**config.mk**
```make
export PLATFORM = sky130hd
export DESIGN_NAME = csfr_bank
export DESIGN_NICKNAME = d
export VERILOG_FILES = /design/src/csfr_pkg.sv /design/src/csfr_bank.sv
export SDC_FILE = /design/constraint.sdc
export NUM_CORES = 1
export LEC_CHECK = 0
export ABC_AREA = 1
export BUFFER_PORTS_ARGS = -buffer_cell sky130_fd_sc_hd__buf_2
export CORE_AREA = 5 5 114 116
export CTS_CLUSTER_SIZE = 8
export DETAILED_ROUTE_END_ITERATION = 10
export DIE_AREA = 0 0 119 121
export PLACE_DENSITY = 0.76
export SYNTH_ARGS = -nofsm -noshare
export SYNTH_HDL_FRONTEND = slang
export SYNTH_SLANG_ARGS = --single-unit
export TNS_END_PERCENT = 20
```
**constraint.sdc**
```tcl
create_clock -name ref_clk -period 3.2 [get_ports ref_clk]
set_clock_uncertainty 0.2 [all_clocks]
set_input_delay 0 -clock ref_clk [delete_from_list [all_inputs] [get_ports ref_clk]]
set_output_delay 0 -clock ref_clk [all_outputs]
set_load 0.02 [all_outputs]
```
**src/csfr_pkg.sv**
```systemverilog
// core register bank constants: page codes, offsets, field positions, reset values
// assumes one core clock and a single execution core driving the bank
//
// Functional notes
// config/aux pages reached only by their instructions
// bank bits ignored for config/aux page targets
// indirect port accesses register named by pointer
// timer0 read is live, write replaces count
// timer0 ticks from instruction, pin or low osc
// 11-bit pc, low byte at 0x2, increments
// upper pc bits only via high buffer
// long jump loads all eleven pc bits
// long call loads pc, pushes pc plus one
// carry set on carry or no borrow
// half carry from low nibble likewise
// zero flag set when result is zero
// power-down flag: set power-up/kick, cleared by sleep
// timeout flag: set power-up/kick/sleep, cleared by timeout
// two bank bits select bank, reset zero
// pointer low seven bits select; top bit storage
// port read: pin, or latch per readback option
// port a write goes to output latch
// port b write goes to output latch
// port b bits 7 and 6 plain storage
// pcl write loads upper bits from buffer
// indirect address is bank plus pointer offset
`default_nettype none

package csfr_pkg;
    // =====================================================
    // pages and offsets
    localparam logic [1:0] PAGE_MAIN = 2'h0;
    localparam logic [1:0] PAGE_CONFIG = 2'h1;
    localparam logic [1:0] PAGE_AUX = 2'h2;
    localparam logic [6:0] OFS_INDIRECT = 7'h00;
    localparam logic [6:0] OFS_TIMER0 = 7'h01;
    localparam logic [6:0] OFS_PCL = 7'h02;
    localparam logic [6:0] OFS_STATUS = 7'h03;
    localparam logic [6:0] OFS_POINTER = 7'h04;
    localparam logic [6:0] OFS_PORT_A = 7'h05;
    localparam logic [6:0] OFS_PORT_B = 7'h06;
    localparam logic [6:0] OFS_FIRST_EXT = 7'h07;
    // =====================================================
    // status, pointer and port b field positions
    localparam int STAT_C = 0;
    localparam int STAT_DC = 1;
    localparam int STAT_Z = 2;
    localparam int STAT_PD_N = 3;
    localparam int STAT_TO_N = 4;
    localparam int STAT_BANK_HI = 7;
    localparam int STAT_BANK_LO = 6;
    localparam int PTR_SPARE = 7;
    localparam int PORT_B_DATA_PINS = 6;
    // =====================================================
    // reset values, pc step and timer0 mode code
    localparam logic [7:0] STATUS_RST = 8'h18;
    localparam logic [7:0] POINTER_RST = 8'h00;
    localparam logic [7:0] TIMER0_RST = 8'h00;
    localparam logic [7:0] PORT_RST = 8'h00;
    localparam logic [10:0] PC_RST = 11'h000;
    localparam logic [10:0] PC_STEP = 11'h001;
    localparam logic TIMER0_MODE_INST = 1'b0;
endpackage : csfr_pkg

`default_nettype wire
```
**src/csfr_bank.sv**
```systemverilog
// core register bank: indirect port, timer0, pc low byte, status, pointer, port data
// assumes the execution core gives one-hot access strobes and holds ext_rdata
// valid in the cycle ext_rd_q is high
`timescale 1ns/1ps
`default_nettype none

module csfr_bank (
    input wire logic ref_clk,
    input wire logic rst,
    input wire logic main_rd,
    input wire logic main_wr,
    input wire logic config_page_read_insn,
    input wire logic config_page_write_insn,
    input wire logic aux_page_read_insn,
    input wire logic aux_page_write_insn,
    input wire logic [6:0] cpu_addr,
    input wire logic [7:0] cpu_wdata,
    input wire logic [7:0] ext_rdata,
    input wire logic insn_done,
    input wire logic long_jump_insn,
    input wire logic long_subroutine_insn,
    input wire logic [10:0] insn_target,
    input wire logic [2:0] pc_high_buffer,
    input wire logic flag_carry_we,
    input wire logic alu_carry,
    input wire logic flag_half_we,
    input wire logic alu_half_carry,
    input wire logic flag_zero_we,
    input wire logic alu_zero,
    input wire logic sleep_insn,
    input wire logic watchdog_kick_insn,
    input wire logic watchdog_timeout,
    input wire logic inst_tick,
    input wire logic timer0_mode_setting,
    input wire logic timer0_cfg_low_osc,
    input wire logic timer0_external_clock_pin,
    input wire logic low_osc_clk,
    input wire logic [7:0] port_a_pins,
    input wire logic [7:0] port_a_dir_out,
    input wire logic [5:0] port_b_pins,
    input wire logic [5:0] port_b_dir_out,
    input wire logic port_readback_option,
    output logic [7:0] rdata_q,
    output logic rd_valid_q,
    output logic ext_rd_q,
    output logic ext_wr_q,
    output logic [1:0] ext_page_q,
    output logic [8:0] ext_addr_q,
    output logic [7:0] ext_wdata_q,
    output logic [10:0] pc_q,
    output logic stack_push_q,
    output logic [10:0] stack_push_data_q,
    output logic [7:0] status_q,
    output logic [7:0] pointer_q,
    output logic [7:0] timer0_count_q,
    output logic timer0_overflow_q,
    output logic [7:0] port_a_latch_q,
    output logic [7:0] port_b_latch_q
);

    // =====================================================
    // helpers
    function automatic logic reg_hit(input logic [6:0] eff, input logic [6:0] ofs, input logic en);
        reg_hit = en && (eff == ofs);
    endfunction : reg_hit

    function automatic logic [7:0] port_read(input logic [7:0] pins, input logic [7:0] dir,
                                             input logic [7:0] latch, input logic opt);
        port_read = (~dir & pins) | (dir & (opt ? latch : pins));
    endfunction : port_read

    // =====================================================
    // access decode
    logic acc_rd;
    logic acc_wr;
    logic acc_main;
    logic acc_int;
    logic [1:0] acc_page;
    logic [6:0] eff_addr;
    logic [7:0] int_val;
    logic [7:0] port_b_view;
    logic timer_wr;
    logic pcl_wr;
    logic status_wr;
    logic pointer_wr;
    logic port_a_wr;
    logic port_b_wr;

    always_comb begin
        acc_rd = main_rd || config_page_read_insn || aux_page_read_insn;
        acc_wr = main_wr || config_page_write_insn || aux_page_write_insn;
        if (config_page_read_insn || config_page_write_insn) begin
            acc_page = csfr_pkg::PAGE_CONFIG;
        end else if (aux_page_read_insn || aux_page_write_insn) begin
            acc_page = csfr_pkg::PAGE_AUX;
        end else begin
            acc_page = csfr_pkg::PAGE_MAIN;
        end
        acc_main = (acc_page == csfr_pkg::PAGE_MAIN);
        // indirect port has no storage: swap in the pointer offset
        eff_addr = (acc_main && cpu_addr == csfr_pkg::OFS_INDIRECT) ? pointer_q[6:0] : cpu_addr;
        acc_int = acc_main && (eff_addr < csfr_pkg::OFS_FIRST_EXT);
        timer_wr = reg_hit(eff_addr, csfr_pkg::OFS_TIMER0, acc_wr && acc_int);
        pcl_wr = reg_hit(eff_addr, csfr_pkg::OFS_PCL, acc_wr && acc_int);
        status_wr = reg_hit(eff_addr, csfr_pkg::OFS_STATUS, acc_wr && acc_int);
        pointer_wr = reg_hit(eff_addr, csfr_pkg::OFS_POINTER, acc_wr && acc_int);
        port_a_wr = reg_hit(eff_addr, csfr_pkg::OFS_PORT_A, acc_wr && acc_int);
        port_b_wr = reg_hit(eff_addr, csfr_pkg::OFS_PORT_B, acc_wr && acc_int);
        port_b_view = port_read({2'h0, port_b_pins}, {2'h0, port_b_dir_out}, port_b_latch_q,
                                port_readback_option);
        port_b_view[7:6] = port_b_latch_q[7:6];
        case (eff_addr)
            csfr_pkg::OFS_TIMER0: int_val = timer0_count_q;
            csfr_pkg::OFS_PCL: int_val = pc_q[7:0];
            csfr_pkg::OFS_STATUS: int_val = status_q;
            csfr_pkg::OFS_POINTER: int_val = pointer_q;
            csfr_pkg::OFS_PORT_A: int_val = port_read(port_a_pins, port_a_dir_out, port_a_latch_q,
                                                      port_readback_option);
            csfr_pkg::OFS_PORT_B: int_val = port_b_view;
            default: int_val = 8'h00; // indirect through itself reads zero
        endcase
    end

    // =====================================================
    // read pipeline and outward access
    logic int_pend_q;
    logic int_pend_d;
    logic [7:0] int_val_q;
    logic [7:0] int_val_d;
    logic [7:0] rdata_d;
    logic rd_valid_d;
    logic ext_rd_d;
    logic ext_wr_d;
    logic [1:0] ext_page_d;
    logic [8:0] ext_addr_d;
    logic [7:0] ext_wdata_d;

    always_comb begin
        int_pend_d = acc_rd && acc_int;
        int_val_d = int_val;
        ext_rd_d = acc_rd && !acc_int;
        ext_wr_d = acc_wr && !acc_int;
        ext_page_d = acc_page;
        // bank bits only steer the main page
        ext_addr_d = acc_main ? {status_q[csfr_pkg::STAT_BANK_HI:csfr_pkg::STAT_BANK_LO], eff_addr}
                              : {2'h0, eff_addr};
        ext_wdata_d = cpu_wdata;
        rd_valid_d = int_pend_q || ext_rd_q;
        rdata_d = ext_rd_q ? ext_rdata : (int_pend_q ? int_val_q : rdata_q);
    end

    always_ff @(posedge ref_clk or posedge rst) begin
        if (rst) begin
            int_pend_q <= 1'b0;
            int_val_q <= 8'h00;
            rdata_q <= 8'h00;
            rd_valid_q <= 1'b0;
            ext_rd_q <= 1'b0;
            ext_wr_q <= 1'b0;
            ext_page_q <= csfr_pkg::PAGE_MAIN;
            ext_addr_q <= 9'h000;
            ext_wdata_q <= 8'h00;
        end else begin
            int_pend_q <= int_pend_d;
            int_val_q <= int_val_d;
            rdata_q <= rdata_d;
            rd_valid_q <= rd_valid_d;
            ext_rd_q <= ext_rd_d;
            ext_wr_q <= ext_wr_d;
            ext_page_q <= ext_page_d;
            ext_addr_q <= ext_addr_d;
            ext_wdata_q <= ext_wdata_d;
        end
    end

    // =====================================================
    // timer0
    logic ext_pin_q;
    logic low_osc_q;
    logic t0_tick;
    logic [7:0] timer0_count_d;
    logic timer0_overflow_d;

    always_comb begin
        // slow sources count on rising edges seen at the core clock; no prescaler here
        if (timer0_mode_setting == csfr_pkg::TIMER0_MODE_INST) begin
            t0_tick = inst_tick;
        end else if (timer0_cfg_low_osc) begin
            t0_tick = low_osc_clk && !low_osc_q;
        end else begin
            t0_tick = timer0_external_clock_pin && !ext_pin_q;
        end
        timer0_count_d = timer_wr ? cpu_wdata : 8'(timer0_count_q + {7'h00, t0_tick});
        timer0_overflow_d = !timer_wr && t0_tick && (timer0_count_q == 8'hff);
    end

    always_ff @(posedge ref_clk or posedge rst) begin
        if (rst) begin
            ext_pin_q <= 1'b0;
            low_osc_q <= 1'b0;
            timer0_count_q <= csfr_pkg::TIMER0_RST;
            timer0_overflow_q <= 1'b0;
        end else begin
            ext_pin_q <= timer0_external_clock_pin;
            low_osc_q <= low_osc_clk;
            timer0_count_q <= timer0_count_d;
            timer0_overflow_q <= timer0_overflow_d;
        end
    end

    // =====================================================
    // program counter
    logic [10:0] pc_d;
    logic stack_push_d;
    logic [10:0] stack_push_data_d;

    always_comb begin
        pc_d = pc_q;
        if (pcl_wr) begin
            pc_d = {pc_high_buffer, cpu_wdata};
        end else if (long_jump_insn || long_subroutine_insn) begin
            pc_d = insn_target;
        end else if (insn_done) begin
            pc_d = 11'(pc_q + csfr_pkg::PC_STEP);
        end
        stack_push_d = long_subroutine_insn && !pcl_wr;
        stack_push_data_d = 11'(pc_q + csfr_pkg::PC_STEP);
    end

    always_ff @(posedge ref_clk or posedge rst) begin
        if (rst) begin
            pc_q <= csfr_pkg::PC_RST;
            stack_push_q <= 1'b0;
            stack_push_data_q <= csfr_pkg::PC_RST;
        end else begin
            pc_q <= pc_d;
            stack_push_q <= stack_push_d;
            stack_push_data_q <= stack_push_data_d;
        end
    end

    // =====================================================
    // status, pointer, port latches
    logic [7:0] status_d;
    logic [7:0] pointer_d;
    logic [7:0] port_a_latch_d;
    logic [7:0] port_b_latch_d;

    always_comb begin
        status_d = status_wr ? cpu_wdata : status_q;
        // hardware events override a software write in the same cycle
        if (flag_carry_we) status_d[csfr_pkg::STAT_C] = alu_carry;
        if (flag_half_we) status_d[csfr_pkg::STAT_DC] = alu_half_carry;
        if (flag_zero_we) status_d[csfr_pkg::STAT_Z] = alu_zero;
        if (watchdog_kick_insn) begin
            status_d[csfr_pkg::STAT_PD_N] = 1'b1;
            status_d[csfr_pkg::STAT_TO_N] = 1'b1;
        end
        if (sleep_insn) begin
            status_d[csfr_pkg::STAT_PD_N] = 1'b0;
            status_d[csfr_pkg::STAT_TO_N] = 1'b1;
        end
        if (watchdog_timeout) status_d[csfr_pkg::STAT_TO_N] = 1'b0;
        pointer_d = pointer_wr ? cpu_wdata : pointer_q;
        port_a_latch_d = port_a_wr ? cpu_wdata : port_a_latch_q;
        port_b_latch_d = port_b_wr ? cpu_wdata : port_b_latch_q;
    end

    always_ff @(posedge ref_clk or posedge rst) begin
        if (rst) begin
            status_q <= csfr_pkg::STATUS_RST;
            pointer_q <= csfr_pkg::POINTER_RST;
            port_a_latch_q <= csfr_pkg::PORT_RST;
            port_b_latch_q <= csfr_pkg::PORT_RST;
        end else begin
            status_q <= status_d;
            pointer_q <= pointer_d;
            port_a_latch_q <= port_a_latch_d;
            port_b_latch_q <= port_b_latch_d;
        end
    end
endmodule : csfr_bank

`default_nettype wire

```
==> flow_summary.toml, run 1 <==
[timing]
hold_violations = 0
fin_crit_sh_pct = 94.0
rsz0062_at_grt = "false"
period_minus_slack_ns = 3.01
slew_viol_final = 0
setup_violations = 0
max_freq_mhz = 332
finalSetupTns_ns = 0
fin_ws_ns = 0.191
worstMarginPinSlew_ns = 0.719
relSlewSlack_pct = 52.1

[critical_path]
worstSetupEndpointType = "flip-flop"
crit_arrival_ns = 3.11
critPathMaxStageDelay_ns = 0.57
critPathSlowestCell = "dlygate4sd3_1"
path_cells = "dlygate4sd3_1, buf_2, inv_2, nand2_2, nor2_4, inv_1, nor2_1, nand3_2, nor3_4, nand2_1, nand2_1, nand2_1, dlygate4sd3_1, nand2_1"
crit_buf_inv = 5
cpMostUsedCell = "nand2_1"
critPathTopFamily = "simple AND/OR/NAND/NOR gates"
crit_path_start_kind = "primary input"
path_class = "in -> reg"
crit_required_ns = 3.30
crit_fanout = 12

[place]
hpwlAfterDp_um = 12400
placed_cells = 981
post-place-ws_ns = 0.965
place_congestion = 0.870
port_buffers = 184

[global_route]
grt_pass1_vias = 5221
grt_max_degree = 60
grt-ovfl-total = 0
antenna_found_initial = 0
grt_pass1_wl_um = 27100
grt_usage_pct = 23.8

[power_and_ir_drop]
vdd.ir_drop.worst_uv = 324
cellPowerDensity_nw_per_um2 = 465
p_leak_uw = 0.00390

[clocking]
clockBufferDepth = 2
cts_num_sinks = 105
hold_buffers = 79
cts_setup_buffers = 0
htree_levels = 3
cts_root_buf = "clkbuf_16"
cts_buffers = 9
cts_resized = 0
cts_tree = "built"
clk_latency_ns = 0.35
clk_pin_slew_ns = 0.07

[cells_and_area]
instances_no_fill = 1076
nFillCells = 995
diodes = 0
regArea_um2 = 2630
final_layout_size_suffix_gt1_share_pct = 27.3
num-nets-final = 1018
multi_input_comb_area_um2 = 2290
area_growth_pct = 40.8

[logic_synthesis]
synth_compound_area_share_pct = 8.58
yosysWarnings = 0
yosysUniqueCellTypes = 35
synth_top_family_by_area = "simple AND/OR/NAND/NOR gates"
yosys.area_share.simple_pct = 31.6
postSynthAreaPerCell_um2 = 8.08
synthCells = 657
synth_area_um2 = 5310
yosysSeqAreaShare_pct = 49.6
synth_mux_area_share_pct = 0
ys_seq_elements = 105
synth_nets = 751
synthAdderAreaFrac_pct = 0.707
synth-xor-area-share_pct = 2.15

[drt]
drc_errors = 0
first_iter_violations = 417
dr.pass1.iters = 5
viasPerCell = 4.95
finalWirelength_um = 17000
wl_per_cell_um = 15.8
antenna_left = 0
vias = 5331

[die]
initial_utilization_pct = 44.9
fp.dieH_um = 121
fp-row-count = 40
die_x_um = 119
die_area_um2 = 14400
coreArea_um2 = 11800
ioPinCount = 185

[worst_hold_path]
min_path_type = "in -> reg"

[status]
status = "completed"

[job]
cap_violations = 0
[routing by layer]
layer	vias up	global-route usage, %	share of wire [%]
met4	0	6.81	1.6
met1	2484	30.7	42
met5	-	0	0
li1	2613	-	-
met3	22	6.67	8.4
met2	212	39.2	48
[metrics by stage]
| step | cell area (µm²) | total power, µW | utilization [%] | hold slack [ns] |
|---|---|---|---|---|
| detailed placement | 6380 | 2280 | 54.0 | -0.0732 |
| global placement | 6380 | 2270 | 54.0 | -0.0732 |
| finish | 7470 | 3470 | 63.3 | 0.00318 |
| CTS | 7470 | 3490 | 63.3 | 0.000263 |
| floorplan | 5310 | 1980 | - | -0.169 |
| global route | 7470 | 3630 | 63.3 | 0.0446 |
[kinds of logic after synthesis]
group / after synthesis
AND/OR/NAND/NOR: 353
flip-flops: 105
buffers and inverters: 97
AO/OA/AOI/OAI: 86
XOR/XNOR: 13
adder cells (fa/ha/maj): 3
[where the power goes]
| part | total, µW | switching [µW] | internal (µW) |
|---|---|---|---|
| clock | 1130 | 514 | 613 |
| combinational | 783 | 473 | 311 |
| sequential | 1560 | 118 | 1440 |
[path summary, 6_finish.rpt]
kind | start | end | slack (ns) | cells past startpoint
worst min register to register | int_val_q[0]$_DFF_PP0_ | rdata_q[0]$_DFFE_PP0P_ | 0.25 | 2
worst min-delay path | insn_done | pc_q[0]$_DFFE_PP0P_ | 0.003 | 5
worst max-delay path | config_page_write_insn | status_q[3]$_DFFE_PP1P_ | 0.19 | 14
min in group asynchronous | rst | rdata_q[3]$_DFFE_PP0P_ | 0.13 | 3
worst max register to register | pointer_q[3]$_DFFE_PP0P_ | status_q[3]$_DFFE_PP1P_ | 0.36 | 10
max in group asynchronous | rst | pointer_q[2]$_DFFE_PP0P_ | 1.85 | 4
[synthesized netlist by cell type, drive strengths merged]
cell type  instances  area (µm²)
ha                 3        37.5
and2               1        6.26
dfrtp            103        2580
nand4              4        25.0
xnor2              5        43.8
o21ai             43         219
xor2               8        70.1
a31oi             15        93.8
nor3b              1        7.51
nor2              75         399
nand3b             2        15.0
inv               85         319
nor3               9        95.1
clkinv             1        3.75
buf                5        46.3
nand2            210         833
a21boi             1        7.51
dfstp              2        52.6
nand3             51         298
clkbuf             6        22.5
a21oi             27         135
[layout make-up]
class | count | area share (%)
flip-flops and latches | 105 | 35.2
multi-input cells | 455 | 30.6
clock inverters | 7 | 1.09
well taps | 147 | 2.46
repair buffers | 267 | 23.3
clock buffers | 9 | 3.01
inverters | 86 | 4.35
[worst min-delay path, cell delays in order]
cell and delay, ns:
buf_2 0.12, nor2_2 0.11, a21oi_1 0.17, nand2_1 0.06, o21ai_0 0.06
[state kept, by name, indices dropped and copies added (netlist names), 2 cells and up]
register	count
port_a_latch_q	8
rdata_q	8
port_b_latch_q	8
status_q	8
timer0_count_q	8
pc_q	11
pointer_q	8
ext_wdata_q	8
stack_push_data_q	11
ext_page_q	2
int_val_q	8
ext_addr_q	9
[placed cells by master (no fill, tap or decap), types with 3 or more instances in the layout]
cell           count
nand2_1          198
buf_2            184
dfrtp_1          103
dlygate4sd3_1     79
inv_1             78
nor2_1            59
nand3_1           44
a21oi_1           27
o21ai_0           23
o21ai_1           19
a31oi_1           15
nor2_4            10
nand2_2            9
clkbuf_16          9
xor2_1             8
inv_2              6
nand3_2            6
xnor2_1            5
clkinv_4           5
nor2_2             4
nor3_1             4
nor3_4             4
nand4_1            4
buf_4              4
nand2_4            3
ha_1               3
Power figures use the tool's default switching activity.
==> inputs of run 2 (changes only) <==
--- a/config.mk
+++ b/config.mk
@@ -11,6 +11,7 @@
 export CTS_CLUSTER_SIZE = 8
 export DETAILED_ROUTE_END_ITERATION = 10
 export DIE_AREA = 0 0 119 121
+export MAX_ROUTING_LAYER = met4
 export PLACE_DENSITY = 0.76
 export SYNTH_ARGS = -nofsm -noshare
 export SYNTH_HDL_FRONTEND = slang
==> flow_summary.toml, run 2 (synthesis gave the netlist of run 1 again) <==
[die]
fp-row-count = 40
initial_utilization_pct = 44.9
fp.dieH_um = 121
coreArea_um2 = 11800
die_area_um2 = 14400
ioPinCount = 185
die_x_um = 119

[clocking]
clockBufferDepth = 2
cts_tree = "built"
cts_num_sinks = 105
cts_setup_buffers = 0
cts_buffers = 9
hold_buffers = 79
clk_latency_ns = 0.35
htree_levels = 3
cts_root_buf = "clkbuf_16"
clk_pin_slew_ns = 0.07
cts_resized = 0

[place]
place_congestion = 0.884
hpwlAfterDp_um = 12400
postPlaceCellArea_um2 = 6380
port_buffers = 184

[drt]
met2_length_um = 8200
viasPerCell = 4.96
first_iter_violations = 419
dr.pass1.iters = 5
vias = 5341
antenna_left = 0
wl_met3_um = 1390
drc_errors = 0
highest_layer = "met4"
drt-met1-wl_um = 7240
finalWirelength_um = 17100
wl_per_cell_um = 15.9

[cells_and_area]
diodes = 0
fin_area_um2 = 7470
area_growth_pct = 40.8
final_common_cell = "nand2_1"
num-nets-final = 1018
nFillCells = 995
final_util_pct = 63.3
final_layout_size_suffix_gt1_share_pct = 27.3
layout_common_cells = "nand2_1, buf_2, dfrtp_1, dlygate4sd3_1, inv_1"
multi_input_comb_area_um2 = 2290
top_regs = "pc_q x11, stack_push_data_q x11, ext_addr_q x9"
regArea_um2 = 2630

[critical_path]
crit_fanout = 12
crit_required_ns = 3.29
crit_arrival_ns = 3.12
worstSetupEndpointType = "flip-flop"
crit_path_start_kind = "primary input"
ff2ff_setup_slack_ns = 0.35
path_class = "in -> reg"

[timing]
period_minus_slack_ns = 3.02
slew_viol_final = 0
fin_crit_sh_pct = 94.5
finalSetupTns_ns = 0
hold_violations = 0
relSlewSlack_pct = 51.8
setup_violations = 0
max_freq_mhz = 331
worstMarginPinSlew_ns = 0.722
whs_ns = 0.00368
rsz0062_at_grt = "false"

[global_route]
antenna_found_initial = 0
grt_usage_pct = 24.5
grt_pass1_wl_um = 27100
grt_max_degree = 60
grt-ovfl-total = 0
grt_pass1_vias = 5234

[status]
status = "completed"

[job]
cap_violations = 0

[power_and_ir_drop]
vdd.ir_drop.worst_uv = 324
p_leak_uw = 0.00390
power_uw = 3470
cellPowerDensity_nw_per_um2 = 465

[worst_hold_path]
min_path_type = "in -> reg"
[run 2: cell counts in the layout (fill, tap and decap cells not counted)]
Identical to the previous run, type by type.
[run 2: final timing paths]
| check | startpoint | endpoint | cells past startpoint |
|---|---|---|---|
| max | config_page_write_insn | status_q[3]$_DFFE_PP1P_ | 14 |
| min | insn_done | pc_q[0]$_DFFE_PP0P_ | 5 |
| max reg2reg | pointer_q[3]$_DFFE_PP0P_ | status_q[3]$_DFFE_PP1P_ | 10 |
| min reg2reg | int_val_q[0]$_DFF_PP0_ | rdata_q[0]$_DFFE_PP0P_ | 2 |
| max in group asynchronous | rst | timer0_count_q[3]$_DFF_PP0_ | 4 |
| min in group asynchronous | rst | rdata_q[3]$_DFFE_PP0P_ | 3 |
[run 2: stage by stage]
step                      setup WS, ns  cells
after floorplan                  0.243    657
after global placement           0.968    981
after detailed placement         0.965    981
after CTS                        0.258   1076
after global routing            0.0111   1076
final                            0.176   1076
[run 2: worst max-delay path, stage by stage]
cell	delay, ns
dlygate4sd3_1	0.54
buf_2	0.13
inv_2	0.05
nand2_2	0.07
nor2_4	0.27
inv_1	0.12
nor2_1	0.14
nand3_2	0.15
nor3_4	0.38
nand2_1	0.38
nand2_1	0.18
nand2_1	0.07
dlygate4sd3_1	0.57
nand2_1	0.07
[run 2: area by class of cell]
cell class | instances | share of cell area, %
flip-flops and latches | 105 | 35.2
multi-input cells | 455 | 30.6
repair buffers | 267 | 23.3
inverters | 86 | 4.35
clock buffers | 9 | 3.01
well taps | 147 | 2.46
clock inverters | 7 | 1.09
[run 2: power breakdown]
| group | switching [µW] | leakage (µW) | internal (µW) | total (µW) |
|---|---|---|---|---|
| sequential | 118 | 0.00122 | 1440 | 1560 |
| combinational | 473 | 0.00253 | 311 | 783 |
| clock | 512 | 0.000146 | 614 | 1130 |
[run 2: layer usage]
metal	GRT usage, %	up-vias
li1	-	2614
met1	31.7	2466
met2	39.3	237
met3	5.36	24
met4	6.37	0
met5	-	-
==> inputs of run 3 (changes only) <==
--- a/config.mk
+++ b/config.mk
@@ -7,12 +7,12 @@
 export LEC_CHECK = 0
 export ABC_AREA = 1
 export BUFFER_PORTS_ARGS = -buffer_cell sky130_fd_sc_hd__buf_2
-export CORE_AREA = 5 5 114 116
+export CORE_AREA = 5 5 110 112
 export CTS_CLUSTER_SIZE = 8
 export DETAILED_ROUTE_END_ITERATION = 10
-export DIE_AREA = 0 0 119 121
+export DIE_AREA = 0 0 115 117
 export MAX_ROUTING_LAYER = met4
-export PLACE_DENSITY = 0.76
+export PLACE_DENSITY = 0.78
 export SYNTH_ARGS = -nofsm -noshare
 export SYNTH_HDL_FRONTEND = slang
 export SYNTH_SLANG_ARGS = --single-unit
==> constraint.sdc (replaced) <==
create_clock -name ref_clk -period 2.9 [get_ports ref_clk]
set_clock_uncertainty 0.2 [all_clocks]
set_input_delay 0 -clock ref_clk [delete_from_list [all_inputs] [get_ports ref_clk]]
set_output_delay 0 -clock ref_clk [all_outputs]
set_load 0.02 [all_outputs]
==> flow_summary.toml, run 3 (synthesis gave the netlist of run 1 again) <==
[status]
status = "finished with violations"
violations = "negative hold slack"

[die]
ioPinCount = 185
die_x_um = 115
fp.dieH_um = 117
die_area_um2 = 13500
initial_utilization_pct = 47.7
coreArea_um2 = 11100
fp-row-count = 39

[worst_hold_path]
hp-start = "insn_done"
min_path_type = "in -> reg"
min_path_cells = 5
holdPathEnd = "pc_q[3]$_DFFE_PP0P_"

[critical_path]
reg2reg_depth = 10
reg2reg_from = "pointer_q[3]$_DFFE_PP0P_"
crit_path_start_kind = "flip-flop"
crit_arrival_ns = 2.83
ff2ff_setup_slack_ns = 0.17
worstSetupEndpointType = "flip-flop"
path_class = "reg -> reg"
r2r-end = "status_q[3]$_DFFE_PP1P_"
crit_fanout = 12
crit_required_ns = 2.99
worstSetupStartpoint = "pointer_q[3]$_DFFE_PP0P_"

[cells_and_area]
layout_common_cells = "nand2_1, buf_2, dfrtp_1, dlygate4sd3_1, inv_1"
regArea_um2 = 2630
num-nets-final = 1026
multi_input_comb_area_um2 = 2300
area_growth_pct = 42.3
diodes = 0
nFillCells = 944
final_common_cell = "nand2_1"
final_layout_size_suffix_gt1_share_pct = 27.3
top_regs = "pc_q x11, stack_push_data_q x11, ext_addr_q x9"

[power_and_ir_drop]
switching_share_pct = 33.0
vdd.ir_drop.worst_uv = 370
power_frac_seq_pct = 45.3
internal_power_uw = 2550
power_frac_comb_pct = 22.8
p_sw_uw = 1260
p_leak_uw = 0.00392
cellPowerDensity_nw_per_um2 = 504
power_frac_clock_pct = 31.9

[drt]
antenna_left = 0
viasPerCell = 4.96
wl_per_cell_um = 15.5
first_iter_violations = 279
drc_errors = 0
dr.pass1.iters = 5
finalWirelength_um = 16800
vias = 5353

[timing]
whs_ns = -0.0126
slew_viol_final = 0
hold_violations = 3
fin_ws_ns = 0.168
period_minus_slack_ns = 2.73
worstMarginPinSlew_ns = 0.717
setup_violations = 0
max_freq_mhz = 366
finalSetupTns_ns = 0
fin_crit_sh_pct = 94.2
relSlewSlack_pct = 52.2

[clocking]
htree_levels = 3
cts_num_sinks = 105
clk_pin_slew_ns = 0.08
cts_buffers = 9
clockBufferDepth = 2
clk_latency_ns = 0.35
cts_root_buf = "clkbuf_16"
cts_tree = "built"

[job]
cap_violations = 0

[place]
place_congestion = 0.854
port_buffers = 184
post-place-ws_ns = 0.626
hpwlAfterDp_um = 11900

[global_route]
antenna_found_initial = 0
grt-ovfl-total = 0
grt_usage_pct = 26.2
grt_pass1_wl_um = 26800
grt_max_degree = 58
grt_pass1_vias = 5391
-- run 3: cell count changes in the layout (fill, tap and decap cells not counted), sizes merged --
cell         previous run  this run
bufinv                  1         0
clkinv                  6         4
clkinvlp                1         2
dlygate4sd3            79        87
inv                    85        87
-- run 3: how the worst max path moves through the flow --
| stage | endpoint | cells past startpoint |
|---|---|---|
| final | status_q[3]$_DFFE_PP1P_ | 10 |
| after global routing | pc_q[8]$_DFFE_PP0P_ | 10 |
| after CTS | status_q[3]$_DFFE_PP1P_ | 10 |
| after detailed placement | status_q[3]$_DFFE_PP1P_ | 9 |
| after global placement | status_q[4]$_DFFE_PP1P_ | 9 |
| after floorplan | status_q[0]$_DFFE_PP0P_ | 9 |
-- run 3: final cells by class --
| class | count | area share [%] |
|---|---|---|
| clock buffer | 9 | 2.98 |
| multi-input combinational | 455 | 30.4 |
| clock inverter | 7 | 0.961 |
| sequential | 105 | 34.8 |
| inverter | 86 | 4.32 |
| timing repair buffer | 275 | 24.1 |
| tap | 143 | 2.37 |
-- run 3: what timing repair did --
action                     4_1_cts  5_1_grt
hold buffers                    87        0
setup buffers                    0        1
gates resized for setup          0        3
setup endpoints to repair        0        7
hold endpoints to repair       193        0
-- run 3: per-stage QoR --
| step | instances | instance area, µm² | utilization (%) | total power [µW] | hold slack, ns |
|---|---|---|---|---|---|
| 6_report | 1080 | 7550 | 67.9 | 3800 | -0.0126 |
| 4_1_cts | 1079 | 7530 | 67.7 | 3810 | 0.00133 |
| 2_1_floorplan | 657 | 5310 | - | 2180 | -0.169 |
| 5_1_grt | 1080 | 7550 | 67.9 | 3980 | 0.0408 |
| 3_5_place_dp | 976 | 6360 | 57.2 | 2510 | -0.0690 |
| 3_3_place_gp | 976 | 6360 | 57.2 | 2500 | -0.0716 |
-- run 3: layer usage --
| metal | track usage (%) | routed length (µm) | up-vias |
|---|---|---|---|
| li1 | - | - | 2626 |
| met1 | 34.3 | 7080 | 2480 |
| met2 | 42.7 | 8190 | 216 |
| met3 | 3.91 | 1150 | 31 |
| met4 | 7.59 | 370 | 0 |
| met5 | - | 0 | - |
-- run 3: power by group through the flow --
stage | Combinational, µW | Clock, µW | Sequential [µW]
floorplan | 304 | 0 | 1880
global placement | 755 | 0 | 1750
detailed placement | 758 | 0 | 1750
CTS | 860 | 1230 | 1720
global route | 945 | 1290 | 1740
finish | 867 | 1210 | 1720
-- run 3: critical path: stages (launching register included) --
cell           delay (ns)
dfrtp_1              0.44
nand3_2              0.13
nand2_1              0.09
nor2_1               0.14
inv_1                0.15
nor3_4               0.41
nand2_2              0.26
nand2_1              0.15
nand2_1              0.05
dlygate4sd3_1        0.56
nand2_1              0.09
